File: config.mk
export PLATFORM = sky130hd
export DESIGN_NAME = dpd_top
export DESIGN_NICKNAME = d
export VERILOG_FILES = /design/src/dpd_pkg.sv /design/src/dpd_sync.sv /design/src/dpd_top.sv
export VERILOG_INCLUDE_DIRS = /design/src
export SDC_FILE = /design/constraint.sdc
export NUM_CORES = 1
export LEC_CHECK = 0
export BUFFER_PORTS_ARGS = -buffer_cell sky130_fd_sc_hd__buf_2
export CORE_AREA = 3 3 126 128
export CTS_BUF_LIST = sky130_fd_sc_hd__clkbuf_2
export CTS_CLUSTER_DIAMETER = 60
export DETAILED_ROUTE_END_ITERATION = 6
export DIE_AREA = 0 0 129 131
export PLACE_DENSITY_LB_ADDON = 0.25
export SETUP_SLACK_MARGIN = 0.4
export SYNTH_ARGS = -nofsm -noshare
export SYNTH_HDL_FRONTEND = slang
export SYNTH_SLANG_ARGS = --single-unit
File: constraint.sdc
create_clock -name clk_sys -period 3.76 [get_ports clk_sys]
set_clock_uncertainty 0.05 [all_clocks]
set_input_delay 0.752 -clock clk_sys [delete_from_list [all_inputs] [get_ports clk_sys]]
set_output_delay 0.752 -clock clk_sys [all_outputs]
set_load 0.05 [all_outputs]
File: src/dpd_map.svh
// Register offsets, field positions, reset values and timing counts of the power-down block
`ifndef DPD_MAP_SVH
`define DPD_MAP_SVH
`define DPD_ADDR_CTRL 4'h0
`define DPD_ADDR_STAT 4'h4
`define DPD_ADDR_REFC 4'h8
`define DPD_CTRL_FAST_BIT 0
`define DPD_CTRL_UNK_BIT 1
`define DPD_CTRL_RST 1'b0
`define DPD_STAT_STATE_LSB 0
`define DPD_STAT_BANK_LSB 8
`define DPD_STAT_DLL_BIT 16
`define DPD_STAT_ODTA_BIT 17
`define DPD_STAT_UNK_BIT 18
`define DPD_CK_NS 80
`define DPD_TXPDLL_NS 24
`define DPD_TXPDLL_MIN_CK 10
`define DPD_TXPDLL_NS_CK ((`DPD_TXPDLL_NS + `DPD_CK_NS - 1) / `DPD_CK_NS)
`define DPD_TXPDLL_CK ((`DPD_TXPDLL_NS_CK > `DPD_TXPDLL_MIN_CK) ? `DPD_TXPDLL_NS_CK : `DPD_TXPDLL_MIN_CK)
`endif

File: src/dpd_pkg.sv
// Types shared by the power-down block
package dpd_pkg;
  typedef enum logic [4:0] {
    DPD_NORMAL  = 5'h01,
    DPD_PD_ACT  = 5'h02,
    DPD_PD_FAST = 5'h04,
    DPD_PD_SLOW = 5'h08,
    DPD_RESET   = 5'h10
  } dpd_state_e;

  typedef struct packed {
    logic ck;
    logic cke;
    logic cs_n;
    logic ras_n;
    logic cas_n;
    logic we_n;
    logic a10;
    logic [2:0] ba;
    logic odt;
    logic reset_n;
  } dpd_pin_s;
endpackage : dpd_pkg

File: src/dpd_sync.sv
// Two flip-flop synchroniser, one stage pair per bit
`timescale 1ns/10ps
`default_nettype none
module dpd_sync #(
  parameter int W = 1
) (
  input wire logic clk_sys,
  input wire logic rst_n,
  input wire logic [W-1:0] din,
  output logic [W-1:0] dout
);
  logic [W-1:0] meta_ff;

  genvar i;
  generate
    for (i = 0; i < W; i++) begin : g_bit
      always_ff @(posedge clk_sys or negedge rst_n) begin
        if (!rst_n) begin
          meta_ff[i] <= 1'b0;
          dout[i] <= 1'b0;
        end else begin
          meta_ff[i] <= din[i];
          dout[i] <= meta_ff[i];
        end
      end
    end
  endgenerate
endmodule : dpd_sync
`default_nettype wire

File: src/dpd_top.sv
// Power-down entry/exit and reset handling inside the DRAM
//
// Functional notes
// - Power-down entered at clock edge with CKE low and NOP or DES.
// - Power-down disables buffers except clock, ODT, CKE, reset; only NOP/DES.
// - Any bank open gives active power-down, else precharge power-down.
// - Precharge power-down: DLL off on slow exit mode, on in fast.
// - Reset low during power-down leaves it and enters reset state.
// - Exit at clock edge with CKE high and NOP or DES; hold tCKE.
// - Slow exit precharge power-down makes ODT asynchronous until tXPDLL.
// - Reset low acts at any time; held low at least 100 ns.
// - Under reset: outputs off, termination off, refresh counters cleared.
`timescale 1ns/10ps
`default_nettype none
`include "dpd_map.svh"
module dpd_top (
  input wire logic clk_sys,
  input wire logic rstn,
  input wire dpd_pkg::dpd_pin_s pins,
  input wire logic [3:0] reg_addr,
  input wire logic [31:0] reg_wdata,
  input wire logic reg_wr,
  input wire logic reg_rd,
  output logic [31:0] reg_rdata,
  output logic in_buf_en,
  output logic out_en,
  output logic rtt_en,
  output logic dll_on,
  output logic odt_async,
  output logic in_reset
);
  localparam int PW = $bits(dpd_pkg::dpd_pin_s);
  localparam logic [3:0] XPDLL_CK = 4'(`DPD_TXPDLL_CK);

  ////////////////////////////////////////////////////////////////////////////
  // Reset release and pin synchronisation
  logic [1:0] rst_ff;
  logic rst_n;
  logic [PW-1:0] pin_sync;
  dpd_pkg::dpd_pin_s ps;

  always_ff @(posedge clk_sys or negedge rstn) begin
    if (!rstn) rst_ff <= 2'h0;
    else rst_ff <= {rst_ff[0], 1'b1};
  end
  assign rst_n = rst_ff[1];

  dpd_sync #(.W(PW)) u_sync (
    .clk_sys(clk_sys),
    .rst_n(rst_n),
    .din(pins),
    .dout(pin_sync)
  );
  assign ps = dpd_pkg::dpd_pin_s'(pin_sync);

  ////////////////////////////////////////////////////////////////////////////
  // Link clock edge and command decode
  logic ck_prev_ff;
  logic cke_prev_ff;
  wire ck_rise = ps.ck & ~ck_prev_ff;
  wire cmd_nop = ps.cs_n | (ps.ras_n & ps.cas_n & ps.we_n);
  wire cmd_vld = ck_rise & cke_prev_ff & ps.cke & ~ps.cs_n;
  wire cmd_act = cmd_vld & ~ps.ras_n & ps.cas_n & ps.we_n;
  wire cmd_pre = cmd_vld & ~ps.ras_n & ps.cas_n & ~ps.we_n;
  wire cmd_ref = cmd_vld & ~ps.ras_n & ~ps.cas_n & ps.we_n;
  wire cmd_rw = cmd_vld & ps.ras_n & ~ps.cas_n;
  wire pin_rst = ~ps.reset_n;

  always_ff @(posedge clk_sys or negedge rst_n) begin
    if (!rst_n) begin
      ck_prev_ff <= 1'b0;
      cke_prev_ff <= 1'b0;
    end else begin
      ck_prev_ff <= ps.ck;
      if (ck_rise) cke_prev_ff <= ps.cke;
    end
  end

  ////////////////////////////////////////////////////////////////////////////
  // Bank tracking and refresh counter
  logic [7:0] bank_ff;
  logic [7:0] nxt_bank;
  logic [15:0] refc_ff;
  wire [7:0] ba_dec = 8'h01 << ps.ba;

  // Auto precharge is taken as closing the bank at once; the controller's
  // entry delays cover the real precharge time
  always_comb begin
    nxt_bank = bank_ff;
    if (cmd_act) nxt_bank = bank_ff | ba_dec;
    else if (cmd_pre && ps.a10) nxt_bank = 8'h00;
    else if (cmd_pre || (cmd_rw && ps.a10)) nxt_bank = bank_ff & ~ba_dec;
  end

  always_ff @(posedge clk_sys or negedge rst_n) begin
    if (!rst_n) begin
      bank_ff <= 8'h00;
      refc_ff <= 16'h0000;
    end else if (pin_rst) begin
      bank_ff <= 8'h00;
      refc_ff <= 16'h0000;
    end else begin
      bank_ff <= nxt_bank;
      if (cmd_ref) refc_ff <= refc_ff + 16'h0001;
    end
  end

  ////////////////////////////////////////////////////////////////////////////
  // Power-down state machine
  dpd_pkg::dpd_state_e state_ff;
  dpd_pkg::dpd_state_e nxt_state;
  logic fast_ff;
  logic unk_ff;
  logic [3:0] xp_cnt_ff;
  wire in_pd = (state_ff == dpd_pkg::DPD_PD_ACT) | (state_ff == dpd_pkg::DPD_PD_FAST) |
               (state_ff == dpd_pkg::DPD_PD_SLOW);
  wire pd_entry = (state_ff == dpd_pkg::DPD_NORMAL) & ck_rise & cke_prev_ff & ~ps.cke & cmd_nop;
  wire pd_exit = in_pd & ck_rise & ~cke_prev_ff & ps.cke & cmd_nop;
  wire slow_exit = pd_exit & (state_ff == dpd_pkg::DPD_PD_SLOW);

  always_comb begin
    nxt_state = state_ff;
    unique case (state_ff)
      dpd_pkg::DPD_NORMAL: begin
        if (pd_entry) begin
          if (|bank_ff) nxt_state = dpd_pkg::DPD_PD_ACT;
          else if (fast_ff) nxt_state = dpd_pkg::DPD_PD_FAST;
          else nxt_state = dpd_pkg::DPD_PD_SLOW;
        end
      end
      dpd_pkg::DPD_PD_ACT, dpd_pkg::DPD_PD_FAST, dpd_pkg::DPD_PD_SLOW: begin
        if (pd_exit) nxt_state = dpd_pkg::DPD_NORMAL;
      end
      dpd_pkg::DPD_RESET: begin
        // Back to normal only once the pin is high; contents stay unknown
        nxt_state = dpd_pkg::DPD_NORMAL;
      end
    endcase
    if (pin_rst) nxt_state = dpd_pkg::DPD_RESET;
  end

  // ODT stays asynchronous for tXPDLL link clocks after a slow exit
  always_ff @(posedge clk_sys or negedge rst_n) begin
    if (!rst_n) xp_cnt_ff <= 4'h0;
    else if (slow_exit) xp_cnt_ff <= XPDLL_CK;
    else if (ck_rise && xp_cnt_ff != 4'h0) xp_cnt_ff <= xp_cnt_ff - 4'h1;
  end

  wire nxt_slow = nxt_state == dpd_pkg::DPD_PD_SLOW;
  wire nxt_norm = nxt_state == dpd_pkg::DPD_NORMAL;
  wire nxt_rst = nxt_state == dpd_pkg::DPD_RESET;
  wire nxt_odta = nxt_slow | slow_exit | (xp_cnt_ff > 4'h1) | ((xp_cnt_ff == 4'h1) & ~ck_rise);

  always_ff @(posedge clk_sys or negedge rst_n) begin
    if (!rst_n) begin
      state_ff <= dpd_pkg::DPD_NORMAL;
      in_buf_en <= 1'b1;
      out_en <= 1'b1;
      rtt_en <= 1'b0;
      dll_on <= 1'b1;
      odt_async <= 1'b0;
      in_reset <= 1'b0;
    end else begin
      state_ff <= nxt_state;
      in_buf_en <= nxt_norm;
      out_en <= nxt_norm;
      rtt_en <= ps.odt & ~nxt_rst;
      dll_on <= ~nxt_slow;
      odt_async <= nxt_odta & ~nxt_rst;
      in_reset <= nxt_rst;
    end
  end

  ////////////////////////////////////////////////////////////////////////////
  // Register port
  wire wr_ctrl = reg_wr & (reg_addr == `DPD_ADDR_CTRL);
  wire unk_clr = wr_ctrl & reg_wdata[`DPD_CTRL_UNK_BIT];
  wire [31:0] stat_word = (32'(state_ff) << `DPD_STAT_STATE_LSB) |
                          (32'(bank_ff) << `DPD_STAT_BANK_LSB) |
                          (32'(dll_on) << `DPD_STAT_DLL_BIT) |
                          (32'(odt_async) << `DPD_STAT_ODTA_BIT) |
                          (32'(unk_ff) << `DPD_STAT_UNK_BIT);
  wire [31:0] ctrl_word = 32'(fast_ff) << `DPD_CTRL_FAST_BIT;
  wire [31:0] rd_mux = (reg_addr == `DPD_ADDR_CTRL) ? ctrl_word :
                       (reg_addr == `DPD_ADDR_STAT) ? stat_word :
                       (reg_addr == `DPD_ADDR_REFC) ? {16'h0000, refc_ff} : 32'h0000_0000;

  always_ff @(posedge clk_sys or negedge rst_n) begin
    if (!rst_n) begin
      fast_ff <= `DPD_CTRL_RST;
      unk_ff <= 1'b1;
      reg_rdata <= 32'h0000_0000;
    end else begin
      if (wr_ctrl) fast_ff <= reg_wdata[`DPD_CTRL_FAST_BIT];
      // Reset marks data unknown; a set in the clearing cycle wins
      if (pin_rst) unk_ff <= 1'b1;
      else if (unk_clr) unk_ff <= 1'b0;
      reg_rdata <= reg_rd ? rd_mux : 32'h0000_0000;
    end
  end

  ////////////////////////////////////////////////////////////////////////////
  // Assertions
  entry_leaves_normal_a: assert property (@(posedge clk_sys) disable iff (!rst_n)
    pd_entry && ps.reset_n |=> state_ff != dpd_pkg::DPD_NORMAL && !in_buf_en)
    else $error("power-down entry not taken");
  buffers_off_a: assert property (@(posedge clk_sys) disable iff (!rst_n)
    in_pd |-> !in_buf_en && !out_en)
    else $error("buffers enabled in power-down");
  active_kind_a: assert property (@(posedge clk_sys) disable iff (!rst_n)
    pd_entry && ps.reset_n && (bank_ff != 8'h00) |=> state_ff == dpd_pkg::DPD_PD_ACT)
    else $error("open bank did not give active power-down");
  precharge_kind_a: assert property (@(posedge clk_sys) disable iff (!rst_n)
    pd_entry && ps.reset_n && (bank_ff == 8'h00) |=> state_ff != dpd_pkg::DPD_PD_ACT)
    else $error("closed banks gave active power-down");
  slow_dll_a: assert property (@(posedge clk_sys) disable iff (!rst_n)
    (state_ff == dpd_pkg::DPD_PD_SLOW) == !dll_on)
    else $error("DLL state wrong for power-down kind");
  fast_mode_a: assert property (@(posedge clk_sys) disable iff (!rst_n)
    pd_entry && ps.reset_n && bank_ff == 8'h00 && fast_ff |=> state_ff == dpd_pkg::DPD_PD_FAST)
    else $error("fast exit mode ignored");
  reset_leaves_pd_a: assert property (@(posedge clk_sys) disable iff (!rst_n)
    in_pd && pin_rst |=> state_ff == dpd_pkg::DPD_RESET && in_reset)
    else $error("reset did not end power-down");
  reset_any_time_a: assert property (@(posedge clk_sys) disable iff (!rst_n)
    pin_rst |=> in_reset)
    else $error("reset pin ignored");
  reset_outputs_a: assert property (@(posedge clk_sys) disable iff (!rst_n)
    in_reset |-> !out_en && !rtt_en && refc_ff == 16'h0000 && unk_ff)
    else $error("outputs or counters live under reset");
  exit_normal_a: assert property (@(posedge clk_sys) disable iff (!rst_n)
    pd_exit && ps.reset_n |=> state_ff == dpd_pkg::DPD_NORMAL ##0 in_buf_en)
    else $error("power-down exit not taken");
  async_odt_a: assert property (@(posedge clk_sys) disable iff (!rst_n)
    slow_exit && ps.reset_n |=> odt_async [*8] ##1 xp_cnt_ff != 4'h0)
    else $error("ODT left asynchronous mode early");
endmodule : dpd_top
`default_nettype wire

# Yosys cells after proc, flatten, opt, wreduce, memory -nomap -nowiden
# Index checks and enable logic that the tools add are counted.
# Widths: inputs -> output; s select.
classes:
  muxes: 20
  n_eq_ne: 14
  n_bitwise: 51
  add_sub_neg: 2
  reduce_logical: 9
  shift: 1
  n_lt_le_gt_ge: 1
ops:
  columns: ["operator", "count"]
  rows:
  - ["$mux 19", 3]
  - ["$mux 16", 3]
  - ["$mux 8", 4]
  - ["$and 1x1->1", 28]
  - ["$or 18x19->19", 1]
  - ["$or 17x18->18", 1]
  - ["$or 16x17->17", 1]
  - ["$add 16x1->16 const B", 1]
  - ["$mux 4", 4]
  - ["$or 5x16->16", 1]
  - ["$mux 5", 3]
  - ["$pmux 5 s3", 1]
  - ["$eq 5x1->1 const B", 2]
  - ["$eq 5x4->1 const B", 2]
  - ["$eq 5x5->1 const B", 2]
  - ["$not 1->1", 10]
  - ["$and 8x8->8", 1]
  - ["$not 8->8", 1]
  - ["$or 8x8->8", 1]
  - ["$reduce_or 8->1", 1]
  - ["$shl 1x3->8 const A", 1]
  - ["$or 1x1->1", 6]
  - ["$eq 5x2->1 const B", 1]
  - ["$eq 5x3->1 const B", 1]
  - ["14 further kinds", 18]
word_totals:
  out_inout_bits: 38
  register_bits: 87
  word_cells: 137
  in_bits: 52

# Logic depth before layout (Yosys ltp)
# Gate-level depths: netlist of the first run.
depth:
  depth_word: 15
  depth_mapped: 6

# Cells and area by module
# From an unflattened synthesis of the first run, not the netlist that was laid out.
unflattened:
  cells_unflattened: 341
  area_unflattened_um2: 3816.2
by_module_without_submodules:
  columns: ["module", "seq_area_each_um2", "cells_per_inst", "area_each_um2", "n_inst"]
  rows:
  - ["dpd_top", 1581.5, 317, 3215.6, 1]
  - ["dpd_sync", 600.6, 24, 600.6, 1]

# Least setup slack after synthesis of the first run
# No wires, ideal clock.
synth_path:
  path_type: "in2reg"
  startpoint: "in reg_addr[1]"
  endpoint: "reg reg_rdata[10]"
  path_stages: 4
  setup_ns: 0.121
  arrival_time_ns: 1.674
  path_slack_ns: 1.915
  n_path_buf: 1
  cell_sequence: "nor4_1 > nand2b_1 > buf_2 > nor2_1"
synth_via:
  elab_chain_len: 5
  elab_cells_between_ends: 7
  classes_between: "2 x eq/ne; 4 x mux; 1 x reduce/logical"
synth_lines:
  columns: ["element", "line", "text"]
  rows:
  - ["start: declaration", "dpd_top.sv:20", "input wire logic [3:0] reg_addr,"]
  - ["$eq 4x4->1 (no line)", null, null]
  - ["$mux 16", "dpd_top.sv:186", "(reg_addr == `DPD_ADDR_REFC) ? {16'h0000, refc_ff} : 32'h0000_0000;"]
  - ["$mux 19", "dpd_top.sv:185", "(reg_addr == `DPD_ADDR_STAT) ? stat_word :"]
  - ["$mux 19 (*)", "dpd_top.sv:184", "wire [31:0] rd_mux = (reg_addr == `DPD_ADDR_CTRL) ? ctrl_word :"]
  - ["$mux 19 (*)", "dpd_top.sv:198", "reg_rdata <= reg_rd ? rd_mux : 32'h0000_0000;"]
  - ["end signal: assignment", "dpd_top.sv:198", null]
  - ["end: declaration", "dpd_top.sv:24", "output logic [31:0] reg_rdata,"]
# Mark *: on every way between the ends. The rest lies on a longest branch, timed or not.
# A chain may end at the register's enable or synchronous reset.

# Final worst setup path of the first run
layout_path:
  startpoint: "reg dll_on"
  endpoint: "out dll_on"
layout_lines:
  columns: ["element", "line", "text"]
  rows:
  - ["start: declaration", "dpd_top.sv:28", "output logic dll_on,"]
  - ["start signal: assignment", "dpd_top.sv:168", "dll_on <= ~nxt_slow;"]
# No word-level cell between the ends.

==> results of run 1 <==
==> layout by cell type, fill, tap and decap left out, types with 7 or more instances in the layout <==
cell / Yosys / layout
sky130_fd_sc_hd__a21oi_1: 12 / 12
sky130_fd_sc_hd__a22oi_1: 12 / 12
sky130_fd_sc_hd__and3_1: 8 / 8
sky130_fd_sc_hd__buf_2: 1 / 46
sky130_fd_sc_hd__clkbuf_2: 0 / 12
sky130_fd_sc_hd__conb_1: 2 / 14
sky130_fd_sc_hd__dfrtp_1: 83 / 82
sky130_fd_sc_hd__inv_1: 14 / 14
sky130_fd_sc_hd__mux2i_1: 9 / 9
sky130_fd_sc_hd__nand2_1: 28 / 28
sky130_fd_sc_hd__nand3_1: 7 / 7
sky130_fd_sc_hd__nor2_1: 35 / 35
sky130_fd_sc_hd__nor3_1: 10 / 10
sky130_fd_sc_hd__o21ai_0: 8 / 8
sky130_fd_sc_hd__xnor2_1: 12 / 12
==> how the worst max path moves through the flow <==
stage                start           end  slack, ns  cells after the start
6_report            dll_on        dll_on       1.54                      1
5_1_grt             dll_on        dll_on       1.41                      1
4_1_cts             dll_on        dll_on       1.47                      1
3_5_place_dp   reg_addr[1]  reg_rdata[8]       1.40                      4
3_3_place_gp   reg_addr[1]  reg_rdata[4]       1.42                      4
2_1_floorplan    rst_ff[1]    bank_ff[0]       1.11                      0
==> cell type report <==
class	instances	share of cell area [%]
clock buffer	12	1.415
clock inverter	4	2.211
sequential	87	51.50
tap	188	5.542
inverter	14	1.238
multi-input combinational	217	32.08
timing repair buffer	49	6.014
==> flip-flops by register name (all words and copies together), names as in the netlist <==
name and flops:
bank_ff 8, ck_prev_ff 1, cke_prev_ff 1, dll_on 1
fast_ff 1, in_reset 1, odt_async 1, out_en 1
refc_ff 16, reg_rdata 19, rst_ff 2, rtt_en 1
state_ff 5, u_sync.dout 12, u_sync.meta_ff 12, unk_ff 1
xp_cnt_ff 4
==> cells in the mapped netlist, types with 2 or more instances <==
cell / number
sky130_fd_sc_hd__nor4b_2: 2
sky130_fd_sc_hd__a22oi_1: 12
sky130_fd_sc_hd__nand2b_1: 2
sky130_fd_sc_hd__nor4_1: 4
sky130_fd_sc_hd__and2_1: 3
sky130_fd_sc_hd__or3_1: 5
sky130_fd_sc_hd__a31o_2: 3
sky130_fd_sc_hd__nor4_4: 2
sky130_fd_sc_hd__nand4_2: 2
sky130_fd_sc_hd__a21oi_1: 12
sky130_fd_sc_hd__xor2_1: 4
sky130_fd_sc_hd__dfrtp_1: 83
sky130_fd_sc_hd__nand3b_1: 3
sky130_fd_sc_hd__nor2_1: 35
sky130_fd_sc_hd__nor2b_1: 4
sky130_fd_sc_hd__conb_1: 2
sky130_fd_sc_hd__mux2i_1: 9
sky130_fd_sc_hd__clkbuf_1: 8
sky130_fd_sc_hd__o21ai_0: 8
sky130_fd_sc_hd__nor3_1: 10
sky130_fd_sc_hd__and4_1: 2
sky130_fd_sc_hd__nand3_1: 7
sky130_fd_sc_hd__nand2_1: 28
sky130_fd_sc_hd__and3b_1: 3
sky130_fd_sc_hd__ha_1: 3
sky130_fd_sc_hd__xnor2_1: 12
sky130_fd_sc_hd__inv_1: 14
sky130_fd_sc_hd__buf_4: 14
sky130_fd_sc_hd__dfstp_2: 4
sky130_fd_sc_hd__and3_1: 8
sky130_fd_sc_hd__nand4_1: 4
sky130_fd_sc_hd__o211ai_1: 2
==> metal layers <==
| metal | share of wire (%) | track usage, % | routed length, um |
|---|---|---|---|
| met3 | 5.1 | 3.984 | 394 |
| met2 | 45 | 14.60 | 3480 |
| met5 | 0 | 0 | 0 |
| met4 | 0.99 | 3.027 | 77 |
| met1 | 49 | 13.58 | 3827 |
==> what timing repair did <==
action | 4_1_cts | 5_1_grt
hold endpoints to repair | 2 | 0
gates resized for setup | 0 | 0
endpoints found under the setup margin | 0 | 0
hold buffers | 1 | 0
==> power by group through the flow <==
stage / combinational [W] / sequential (W) / clock [W]
floorplan: 0.000145 / 0.00106 / 0
global placement: 0.000187 / 0.00106 / 0
detailed placement: 0.000191 / 0.00106 / 0
CTS: 0.000192 / 0.00105 / 0.000640
global route: 0.000216 / 0.00106 / 0.000677
finish: 0.000190 / 0.00105 / 0.000604
==> metrics by stage <==
stage	setup WS (ns)	hold slack, ns	utilization, %	total power (W)
floorplan	1.114	0.2812	-	0.001208
global placement	1.422	0.2821	27.24	0.001250
detailed placement	1.402	0.2847	27.24	0.001254
CTS	1.469	0.1564	28.34	0.001879
global route	1.415	0.1175	28.34	0.001949
finish	1.539	0.2274	28.34	0.001839
==> cell families after synthesis <==
kind of cell	count (synthesis)	synth area share, %
multiplexers	10	2.737
flip-flops	87	58.94
AND/OR/NAND/NOR	130	19.91
other	2	0.2028
XOR/XNOR	16	3.785
buffers and inverters	38	5.508
AO/OA/AOI/OAI	44	7.909
adder cells (fa/ha/maj)	3	1.014
==> results.sh, run 1 <==
export IMPL_detail_route_wirelength_um=7780
export IMPL_detail_route_drc_violations=0
export IMPL_synthArstFlopShare_pct=100.0
export IMPL_level_count_of_the_clock_h_tree=3
export IMPL_worst_setup_path_start_kind="flop"
export IMPL_synthFlopType="sky130_fd_sc_hd__dfrtp_1"
export IMPL_postSynthAreaPerCell_sq_um=11.22
export IMPL_crit_chain="buf_2"
export IMPL_clock_tree_buffer_depth=2
export IMPL_total_switching_power_w=0.0004938
export IMPL_summed_negative_setup_slack_over_all_endpoints_ns=0
export IMPL_timing_max_transition_violations_final=0
export IMPL_number_of_antenna_violations_at_the_first_check_in_global_routing=0
export IMPL_cts_buffers=9
export IMPL_ant_nets=0
export IMPL_clock_tree_root_cell="sky130_fd_sc_hd__clkbuf_2"
export IMPL_layout_area_overhead_vs_synth_pct=14.63
export IMPL_power_share_combinational_pct=10.3
export IMPL_placementRows=45
export IMPL_criticalPathCategory="flop to output pin"
export IMPL_path_max_fanout=2
export IMPL_layout_drive_gt1_share_pct=21.67
export IMPL_setup_viol=0
export IMPL_clkSlewWorstSetupHoldPaths_ns=0.24
export IMPL_die_height_um=131
export IMPL_post_dp_cell_area_sq_um=4080
export IMPL_relSlewSlack_pct=27.73
export IMPL_grt_overflow_total=0
export IMPL_maxCapViolations=0
export IMPL_post_cts_buffers=0
export IMPL_insertion_delay_ns=0.57
export IMPL_power_leakage_nw=2.026
export IMPL_wire_length_of_the_first_global_routing_pass_um=13050
export IMPL_cp_data_arrival_time_ns=1.42
export IMPL_critPathSlowestCell="sky130_fd_sc_hd__dfstp_2"
export IMPL_via_count=2484
export IMPL_setup_worst_path_end_class="output pin"
export IMPL_min_period_ns=2.221
export IMPL_max_vdd_drop_mv=0.1666
export IMPL_pwr_share_clk_pct=32.9
export IMPL_numPortBuffers=46
export IMPL_unrepaired_setup_endpoints_after_global_routing="false"
export IMPL_status="finished clean"
export IMPL_share_seq_of_total_power_pct=56.8
export IMPL_grt_max_degree=86
export IMPL_route_detailed_wl_per_inst_um=13.63
export IMPL_dr_first_iter_drc_count=122
export IMPL_hp_start="pins[7]"
export IMPL_min_to="u_sync.meta_ff[7]"
export IMPL_worst_pin_slew_ns=1.084
export IMPL_finish_cell_count_without_fillers=571
export IMPL_detailed_place_hpwl_um=5318
export IMPL_synth_sequential_area_ratio_pct=58.94
export IMPL_cp_slowest_stage_delay_ns=0.59
export IMPL_layout_area_seq_sq_um=2186
export IMPL_hp_class="input port to flop"
export IMPL_worst_path_buf_inv=1
export IMPL_dpl_cell_count=554
export IMPL_fin_nets=433
export IMPL_cellInternalPower_w=0.001346
export IMPL_fmax_mhz=450.2
export IMPL_diodes=0
export IMPL_power_per_cell_area_nw_per_um2=433.4
export IMPL_chipWidth_um=129
export IMPL_vias_in_the_first_global_route=2489
export IMPL_synth_top_cells_by_area="sky130_fd_sc_hd__dfrtp_1 (56%), sky130_fd_sc_hd__nor2_1 (3.5%), sky130_fd_sc_hd__buf_4 (2.8%)"
export IMPL_final_fill_count=1590
export IMPL_tritoncts="built"
export IMPL_critical_path_required_ns=2.96
export IMPL_multiInputGateArea_sq_um=1361
export IMPL_worst_path_top_cell_family_by_delay="flip-flops"
export IMPL_regToRegStartpoint="u_sync.dout[0]"
export IMPL_vias_per_cell=4.350
export IMPL_critical_path_reg2reg_endpoint="bank_ff[3]"
export IMPL_netlist_area_leader_share_pct=56.10
export IMPL_netlist_instances=330
export IMPL_design_portCount=90
export IMPL_post_route_cell_area_sq_um=4244
export IMPL_swShare_pct=26.85
export IMPL_synth_top_cell_by_area="sky130_fd_sc_hd__dfrtp_1"
export IMPL_yosys_warnings=0
export IMPL_reg2reg_slack_ns=1.77
export IMPL_cts_sinks=87
export IMPL_synth_edff_count=0
export IMPL_drt_first_pass_iters=4
export IMPL_core_area_sq_um=14980
export IMPL_grt_usage_pct=9.976
export IMPL_finalCritPeriodShare_pct=59.08
export IMPL_design_die_area_sq_um=16900
export IMPL_hold_violations=0
export IMPL_synth_cell_area_sq_um=3702
export IMPL_weighted_congestion_reported_at_the_end_of_routability_driven_placement=0.7650
export IMPL_initial_utilization_pct=24.72
export IMPL_worst_r2r_path_depth=4
export IMPL_synth_seq_cells=87
export IMPL_timing_hold_worst_path_depth=1
export IMPL_yosys_cell_types_count=48
Power figures use the tool's default switching activity.
==> inputs of run 2 (changes only) <==
clock period = 1.8 ns   (was 3.76 ns; I/O delays follow)
==> run 2 against run 1 <==
Utilization up 7.3 points. Die area unchanged. Setup slack worse by 1.5 ns. Register-to-register slack worse by 1.7 ns. Largest cell class unchanged.
==> results.sh, run 2 (synthesized netlist as in run 1, its figures left out) <==
export IMPL_status="finished clean"
export IMPL_dr_max_layer_used="met4"
export IMPL_maxCapViolations=0
export IMPL_fin_nets=494
export IMPL_die_height_um=131
export IMPL_postLayoutSetupSlackWorst_ns=0.08667
export IMPL_detailed_place_hpwl_um=5695
export IMPL_crit_chain="buf_6"
export IMPL_power_leakage_nw=2.447
export IMPL_cts_buffers=9
export IMPL_post_route_util_pct=35.59
export IMPL_setup_worst_path_end_class="output pin"
export IMPL_total_switching_power_w=0.001125
export IMPL_largest_reg_flops=19
export IMPL_share_seq_of_total_power_pct=56.5
export IMPL_critPathSlowestCell="sky130_fd_sc_hd__dfstp_2"
export IMPL_clkSlewWorstSetupHoldPaths_ns=0.24
export IMPL_grt_overflow_total=0
export IMPL_detail_route_wirelength_um=8613
export IMPL_critical_path_required_ns=1.39
export IMPL_weighted_congestion_reported_at_the_end_of_routability_driven_placement=0.7891
export IMPL_largest_registers="reg_rdata: 19 flops, refc_ff: 16 flops"
export IMPL_placementRows=45
export IMPL_drt_first_pass_iters=4
export IMPL_most_common_cell_after_layout_fill_and_taps_aside="sky130_fd_sc_hd__dfrtp_1"
export IMPL_worst_setup_path_start_kind="flop"
export IMPL_diodes=0
export IMPL_finish_cell_count_without_fillers=632
export IMPL_layout_area_overhead_vs_synth_pct=43.97
export IMPL_timing_max_transition_violations_final=0
export IMPL_swShare_pct=29.50
export IMPL_min_period_ns=1.713
export IMPL_wire_length_of_the_first_global_routing_pass_um=14110
export IMPL_level_count_of_the_clock_h_tree=3
export IMPL_vias_per_cell=4.367
export IMPL_finalCritPeriodShare_pct=95.18
export IMPL_cts_sinks=87
export IMPL_met3RoutedLength_um=344
export IMPL_initial_utilization_pct=24.72
export IMPL_hold_violations=0
export IMPL_cp_slowest_stage_delay_ns=0.59
export IMPL_power_share_combinational_pct=17.2
export IMPL_unrepaired_setup_endpoints_after_global_routing="true"
export IMPL_placement_setup_worst_slack_ns=0.04640
export IMPL_cellInternalPower_w=0.002688
export IMPL_criticalPathCategory="flop to output pin"
export IMPL_worst_path_top_cell_family_by_delay="flip-flops"
export IMPL_via_count=2760
export IMPL_max_vdd_drop_mv=0.4710
export IMPL_highest_count_cells_in_the_layout_ignoring_fill_and_taps="sky130_fd_sc_hd__dfrtp_1 (76), sky130_fd_sc_hd__buf_6 (34), sky130_fd_sc_hd__nor2_1 (31)"
export IMPL_design_portCount=90
export IMPL_core_area_sq_um=14980
export IMPL_pwr_share_clk_pct=26.3
export IMPL_cp_data_arrival_time_ns=1.30
export IMPL_clock_tree_buffer_depth=2
export IMPL_clock_tree_root_cell="sky130_fd_sc_hd__clkbuf_2"
export IMPL_detail_route_drc_violations=0
export IMPL_tritoncts="built"
export IMPL_largest_register="reg_rdata"
export IMPL_layout_drive_gt1_share_pct=40.54
export IMPL_final_fill_count=1486
export IMPL_vias_in_the_first_global_route=2853
export IMPL_dpl_cell_count=566
export IMPL_number_of_antenna_violations_at_the_first_check_in_global_routing=0
export IMPL_hp_class="input port to flop"
export IMPL_grt_max_degree=28
export IMPL_post_route_cell_area_sq_um=5330
export IMPL_fmax_mhz=583.7
export IMPL_path_max_fanout=2
export IMPL_setup_viol=0
export IMPL_grt_usage_pct=10.74
export IMPL_route_detailed_wl_per_inst_um=13.63
export IMPL_chipWidth_um=129
export IMPL_design_die_area_sq_um=16900
export IMPL_numPortBuffers=46
export IMPL_post_dp_cell_area_sq_um=4219
export IMPL_power_per_cell_area_nw_per_um2=715.4
export IMPL_route_met2_wl_um=4286
export IMPL_ant_nets=0
export IMPL_insertion_delay_ns=0.57
export IMPL_worst_path_buf_inv=1
export IMPL_met1Wirelength_um=3815
export IMPL_dr_first_iter_drc_count=118
[run 2: cell types whose count changed in the layout (fill, tap and decap cells not counted), sizes merged]
| cell | before | now |
|---|---|---|
| clkinvlp | 0 | 2 |
| clkinv | 1 | 0 |
| clkbuf | 12 | 13 |
| buf | 48 | 88 |
| or3 | 5 | 6 |
| dlygate4sd3 | 1 | 21 |
| bufinv | 3 | 1 |
[run 2: worst paths after layout]
kind / from / to / slack, ns / cells after the start
worst max register to register: u_sync.dout[8] / refc_ff[15] / 0.09 / 6
max in group asynchronous: rst_ff[1] / reg_rdata[1] / 0.93 / 1
worst min-delay path: reg_addr[3] / reg_rdata[0] / 0.07 / 4
worst max-delay path: out_en / out_en / 0.09 / 1
worst min register to register: rst_ff[1] / state_ff[4] / 0.22 / 0
min in group asynchronous: rst_ff[1] / state_ff[4] / 0.22 / 0
[run 2: area by class of cell]
type	instances	area (sq um)	area share (%)
multi-input cells	218	1748	32.79
inverters	14	52.55	0.9859
clock inverters	3	45.04	0.8451
repair buffers	109	991.0	18.59
well taps	188	235.2	4.413
clock buffers	13	65.06	1.221
flip-flops and latches	87	2193	41.15
[run 2: power by group through the flow]
stage	clock network, W	logic, W	registers (W)
finish	0.00100	0.000655	0.00216
global placement	0	0.000457	0.00218
floorplan	0	0.000305	0.00222
CTS	0.00107	0.000606	0.00215
global route	0.00114	0.000717	0.00217
detailed placement	0	0.000465	0.00219
[run 2: what timing repair did]
| item | CTS | global route |
|---|---|---|
| hold buffers | 21 | 0 |
| endpoints found under the setup margin | 60 | 60 |
| setup buffers | 19 | 9 |
| gates resized for setup | 104 | 33 |
| pin swaps | 33 | 27 |
| hold endpoints to repair | 21 | 0 |
| cloned | 0 | 1 |
[run 2: per-layer routing]
metal  track usage (%)  up-vias
met5                 0        -
met4             4.632        0
met3             3.374       14
met2             17.26       49
met1             13.36     1372
li1                  -     1325
[run 2: metrics by stage]
stage	hold slack, ns	total power (W)	TNS [ns]
global placement	0.09783	0.002640	0
detailed placement	0.1008	0.002658	0
finish	0.06931	0.003813	0
floorplan	0.01441	0.002529	0
global route	0.02904	0.004025	-0.05946
CTS	0.003775	0.003826	-0.003817
==> inputs of run 3 (changes only) <==
CTS_BUF_LIST = sky130_fd_sc_hd__clkbuf_8 sky130_fd_sc_hd__clkbuf_16   (was sky130_fd_sc_hd__clkbuf_2)
==> run 3 against run 2 <==
Sequential cell count unchanged. Power up 18%. Cell count down 4.3%. Count of clock-buffer cells in the layout down 4. Sequential share of layout area up 3.2 points. Worst hold slack about the same. Critical path depth up 3. Combinational power down 16%. Largest power group unchanged. Wire length down 2.8%. Non-clock buffer count down 27. Sequential power about the same.
==> results.sh, run 3 (synthesized netlist as in run 1, its figures left out) <==
export IMPL_max_vdd_drop_mv=0.5885
export IMPL_critPathSlowestCell="sky130_fd_sc_hd__dfrtp_2"
export IMPL_most_common_cell_after_layout_fill_and_taps_aside="sky130_fd_sc_hd__dfrtp_1"
export IMPL_status="finished clean"
export IMPL_unrepaired_setup_endpoints_after_global_routing="true"
export IMPL_worstSetupStartpoint="u_sync.dout[7]"
export IMPL_grt_max_degree=28
export IMPL_power_per_cell_area_nw_per_um2=912.6
export IMPL_worst_path_buf_inv=0
export IMPL_route_detailed_wl_per_inst_um=13.84
export IMPL_setup_worst_path_end_class="flop"
export IMPL_core_area_sq_um=14980
export IMPL_weighted_congestion_reported_at_the_end_of_routability_driven_placement=0.7891
export IMPL_numPortBuffers=46
export IMPL_maxCapViolations=0
export IMPL_tritoncts="built"
export IMPL_timing_hold_worst_path_depth=1
export IMPL_fin_worst_hold_slack_ns=0.06889
export IMPL_chipWidth_um=129
export IMPL_largest_registers="reg_rdata: 19 flops, refc_ff: 16 flops"
export IMPL_dr_first_iter_drc_count=140
export IMPL_grt_overflow_total=0
export IMPL_largest_reg_flops=19
export IMPL_detail_route_drc_violations=0
export IMPL_fmax_mhz=586.5
export IMPL_regToRegStartpoint="u_sync.dout[7]"
export IMPL_vias_in_the_first_global_route=2610
export IMPL_drt_first_pass_iters=4
export IMPL_fin_nets=467
export IMPL_crit_chain="nor3b_4 > nand4_4 > or3_4 > a21oi_2"
export IMPL_summed_negative_setup_slack_over_all_endpoints_ns=0
export IMPL_wire_length_of_the_first_global_routing_pass_um=13540
export IMPL_diodes=0
export IMPL_criticalPathCategory="flop to flop"
export IMPL_critical_path_reg2reg_endpoint="refc_ff[5]"
export IMPL_postLayoutSetupSlackWorst_ns=0.09494
export IMPL_worst_setup_path_start_kind="flop"
export IMPL_layout_drive_gt1_share_pct=36.93
export IMPL_power_leakage_nw=2.286
export IMPL_placementRows=45
export IMPL_highest_count_cells_in_the_layout_ignoring_fill_and_taps="sky130_fd_sc_hd__dfrtp_1 (76), sky130_fd_sc_hd__buf_2 (41), sky130_fd_sc_hd__nor2_1 (34)"
export IMPL_finalCritPeriodShare_pct=94.73
export IMPL_hp_class="input port to flop"
export IMPL_min_to="u_sync.meta_ff[9]"
export IMPL_clkSlewWorstSetupHoldPaths_ns=0.06
export IMPL_vias_per_cell=4.370
export IMPL_insertion_delay_ns=0.34
export IMPL_reg2reg_slack_ns=0.09
export IMPL_cts_sinks=87
export IMPL_dpl_cell_count=566
export IMPL_design_portCount=90
export IMPL_path_max_fanout=8
export IMPL_largest_register="reg_rdata"
export IMPL_die_height_um=131
export IMPL_cp_slowest_stage_delay_ns=0.43
export IMPL_level_count_of_the_clock_h_tree=3
export IMPL_ant_nets=0
export IMPL_detail_route_wirelength_um=8373
export IMPL_hold_violations=0
export IMPL_critical_path_required_ns=2.02
export IMPL_finish_cell_count_without_fillers=605
export IMPL_layout_area_overhead_vs_synth_pct=33.49
export IMPL_via_count=2644
export IMPL_worst_r2r_path_depth=4
export IMPL_setup_viol=0
export IMPL_clock_tree_buffer_depth=2
export IMPL_initial_utilization_pct=24.72
export IMPL_design_die_area_sq_um=16900
export IMPL_timing_max_transition_violations_final=0
export IMPL_cts_buffers=9
export IMPL_worst_path_top_cell_family_by_delay="simple AND/OR/NAND/NOR gates"
export IMPL_final_fill_count=1555
export IMPL_placement_setup_worst_slack_ns=0.04640
export IMPL_number_of_antenna_violations_at_the_first_check_in_global_routing=0
export IMPL_cp_data_arrival_time_ns=1.93
export IMPL_grt_usage_pct=10.50
export IMPL_clock_tree_root_cell="sky130_fd_sc_hd__clkbuf_16"
export IMPL_hp_start="pins[9]"
export IMPL_min_period_ns=1.705
export IMPL_detailed_place_hpwl_um=5695
run 3: cell types whose count changed in the layout (fill, tap and decap cells not counted), moves of 4 or more:
cell                            delta
sky130_fd_sc_hd__buf_6            -33
sky130_fd_sc_hd__buf_2            +20
sky130_fd_sc_hd__dlygate4sd3_1    -20
sky130_fd_sc_hd__clkbuf_2         -13
sky130_fd_sc_hd__clkbuf_16         +9
sky130_fd_sc_hd__nor3_4            -5
sky130_fd_sc_hd__inv_1             +4
sky130_fd_sc_hd__nand2_1           +4
run 3: worst max path at each step:
| stage | slack [ns] | cells after the start | end |
|---|---|---|---|
| floorplan | 0.28 | 5 | refc_ff[8] |
| global placement | 0.1 | 4 | refc_ff[5] |
| detailed placement | 0.05 | 4 | refc_ff[5] |
| CTS | 0.13 | 5 | bank_ff[1] |
| global route | 0.03 | 4 | refc_ff[5] |
| finish | 0.09 | 4 | refc_ff[5] |
run 3: repair_timing:
action | 4_1_cts | 5_1_grt
gates resized for setup | 29 | 32
hold buffers | 1 | 0
endpoints found under the hold margin | 2 | 0
buffers inserted | 11 | 10
pin swaps | 16 | 19
cloned | 0 | 1
setup endpoints to repair | 38 | 40
run 3: layout make-up:
type / count / area [sq um] / share of cell area [%]
sequential: 87 / 2193 / 44.38
multi-input combinational: 218 / 1609 / 32.56
timing repair buffer: 82 / 566.8 / 11.47
tap: 188 / 235.2 / 4.760
clock buffer: 9 / 225.2 / 4.557
clock inverter: 7 / 60.06 / 1.215
inverter: 14 / 52.55 / 1.063
run 3: report_power, final:
group          internal (W)  switching [W]  leakage, nW
registers           0.00206      0.0000955         1.11
logic              0.000214       0.000337         1.03
clock network       0.00105       0.000747        0.147
total               0.00333        0.00118         2.29
run 3: routing by layer:
metal | global-route usage, % | up-vias | wire length (um)
li1 | - | 1266 | -
met1 | 13.32 | 1313 | 3820
met2 | 16.07 | 53 | 3969
met3 | 4.065 | 12 | 417
met4 | 4.385 | 0 | 165
met5 | 0 | - | 0
run 3: worst register-to-register path, delay by kind of cell, from the launching register on:
kind	cells	cell delay [ns]
AO/OA/AOI/OAI	1	0.13
flip-flops	1	0.43
AND/OR/NAND/NOR	3	1.02
run 3: metrics by stage:
stage | power (W) | utilization (%) | area [sq um]
finish | 0.004510 | 33.00 | 4942
global route | 0.004733 | 33.00 | 4942
CTS | 0.004530 | 31.53 | 4722
global placement | 0.002640 | 28.17 | 4219
detailed placement | 0.002658 | 28.17 | 4219
floorplan | 0.002529 | - | 3777
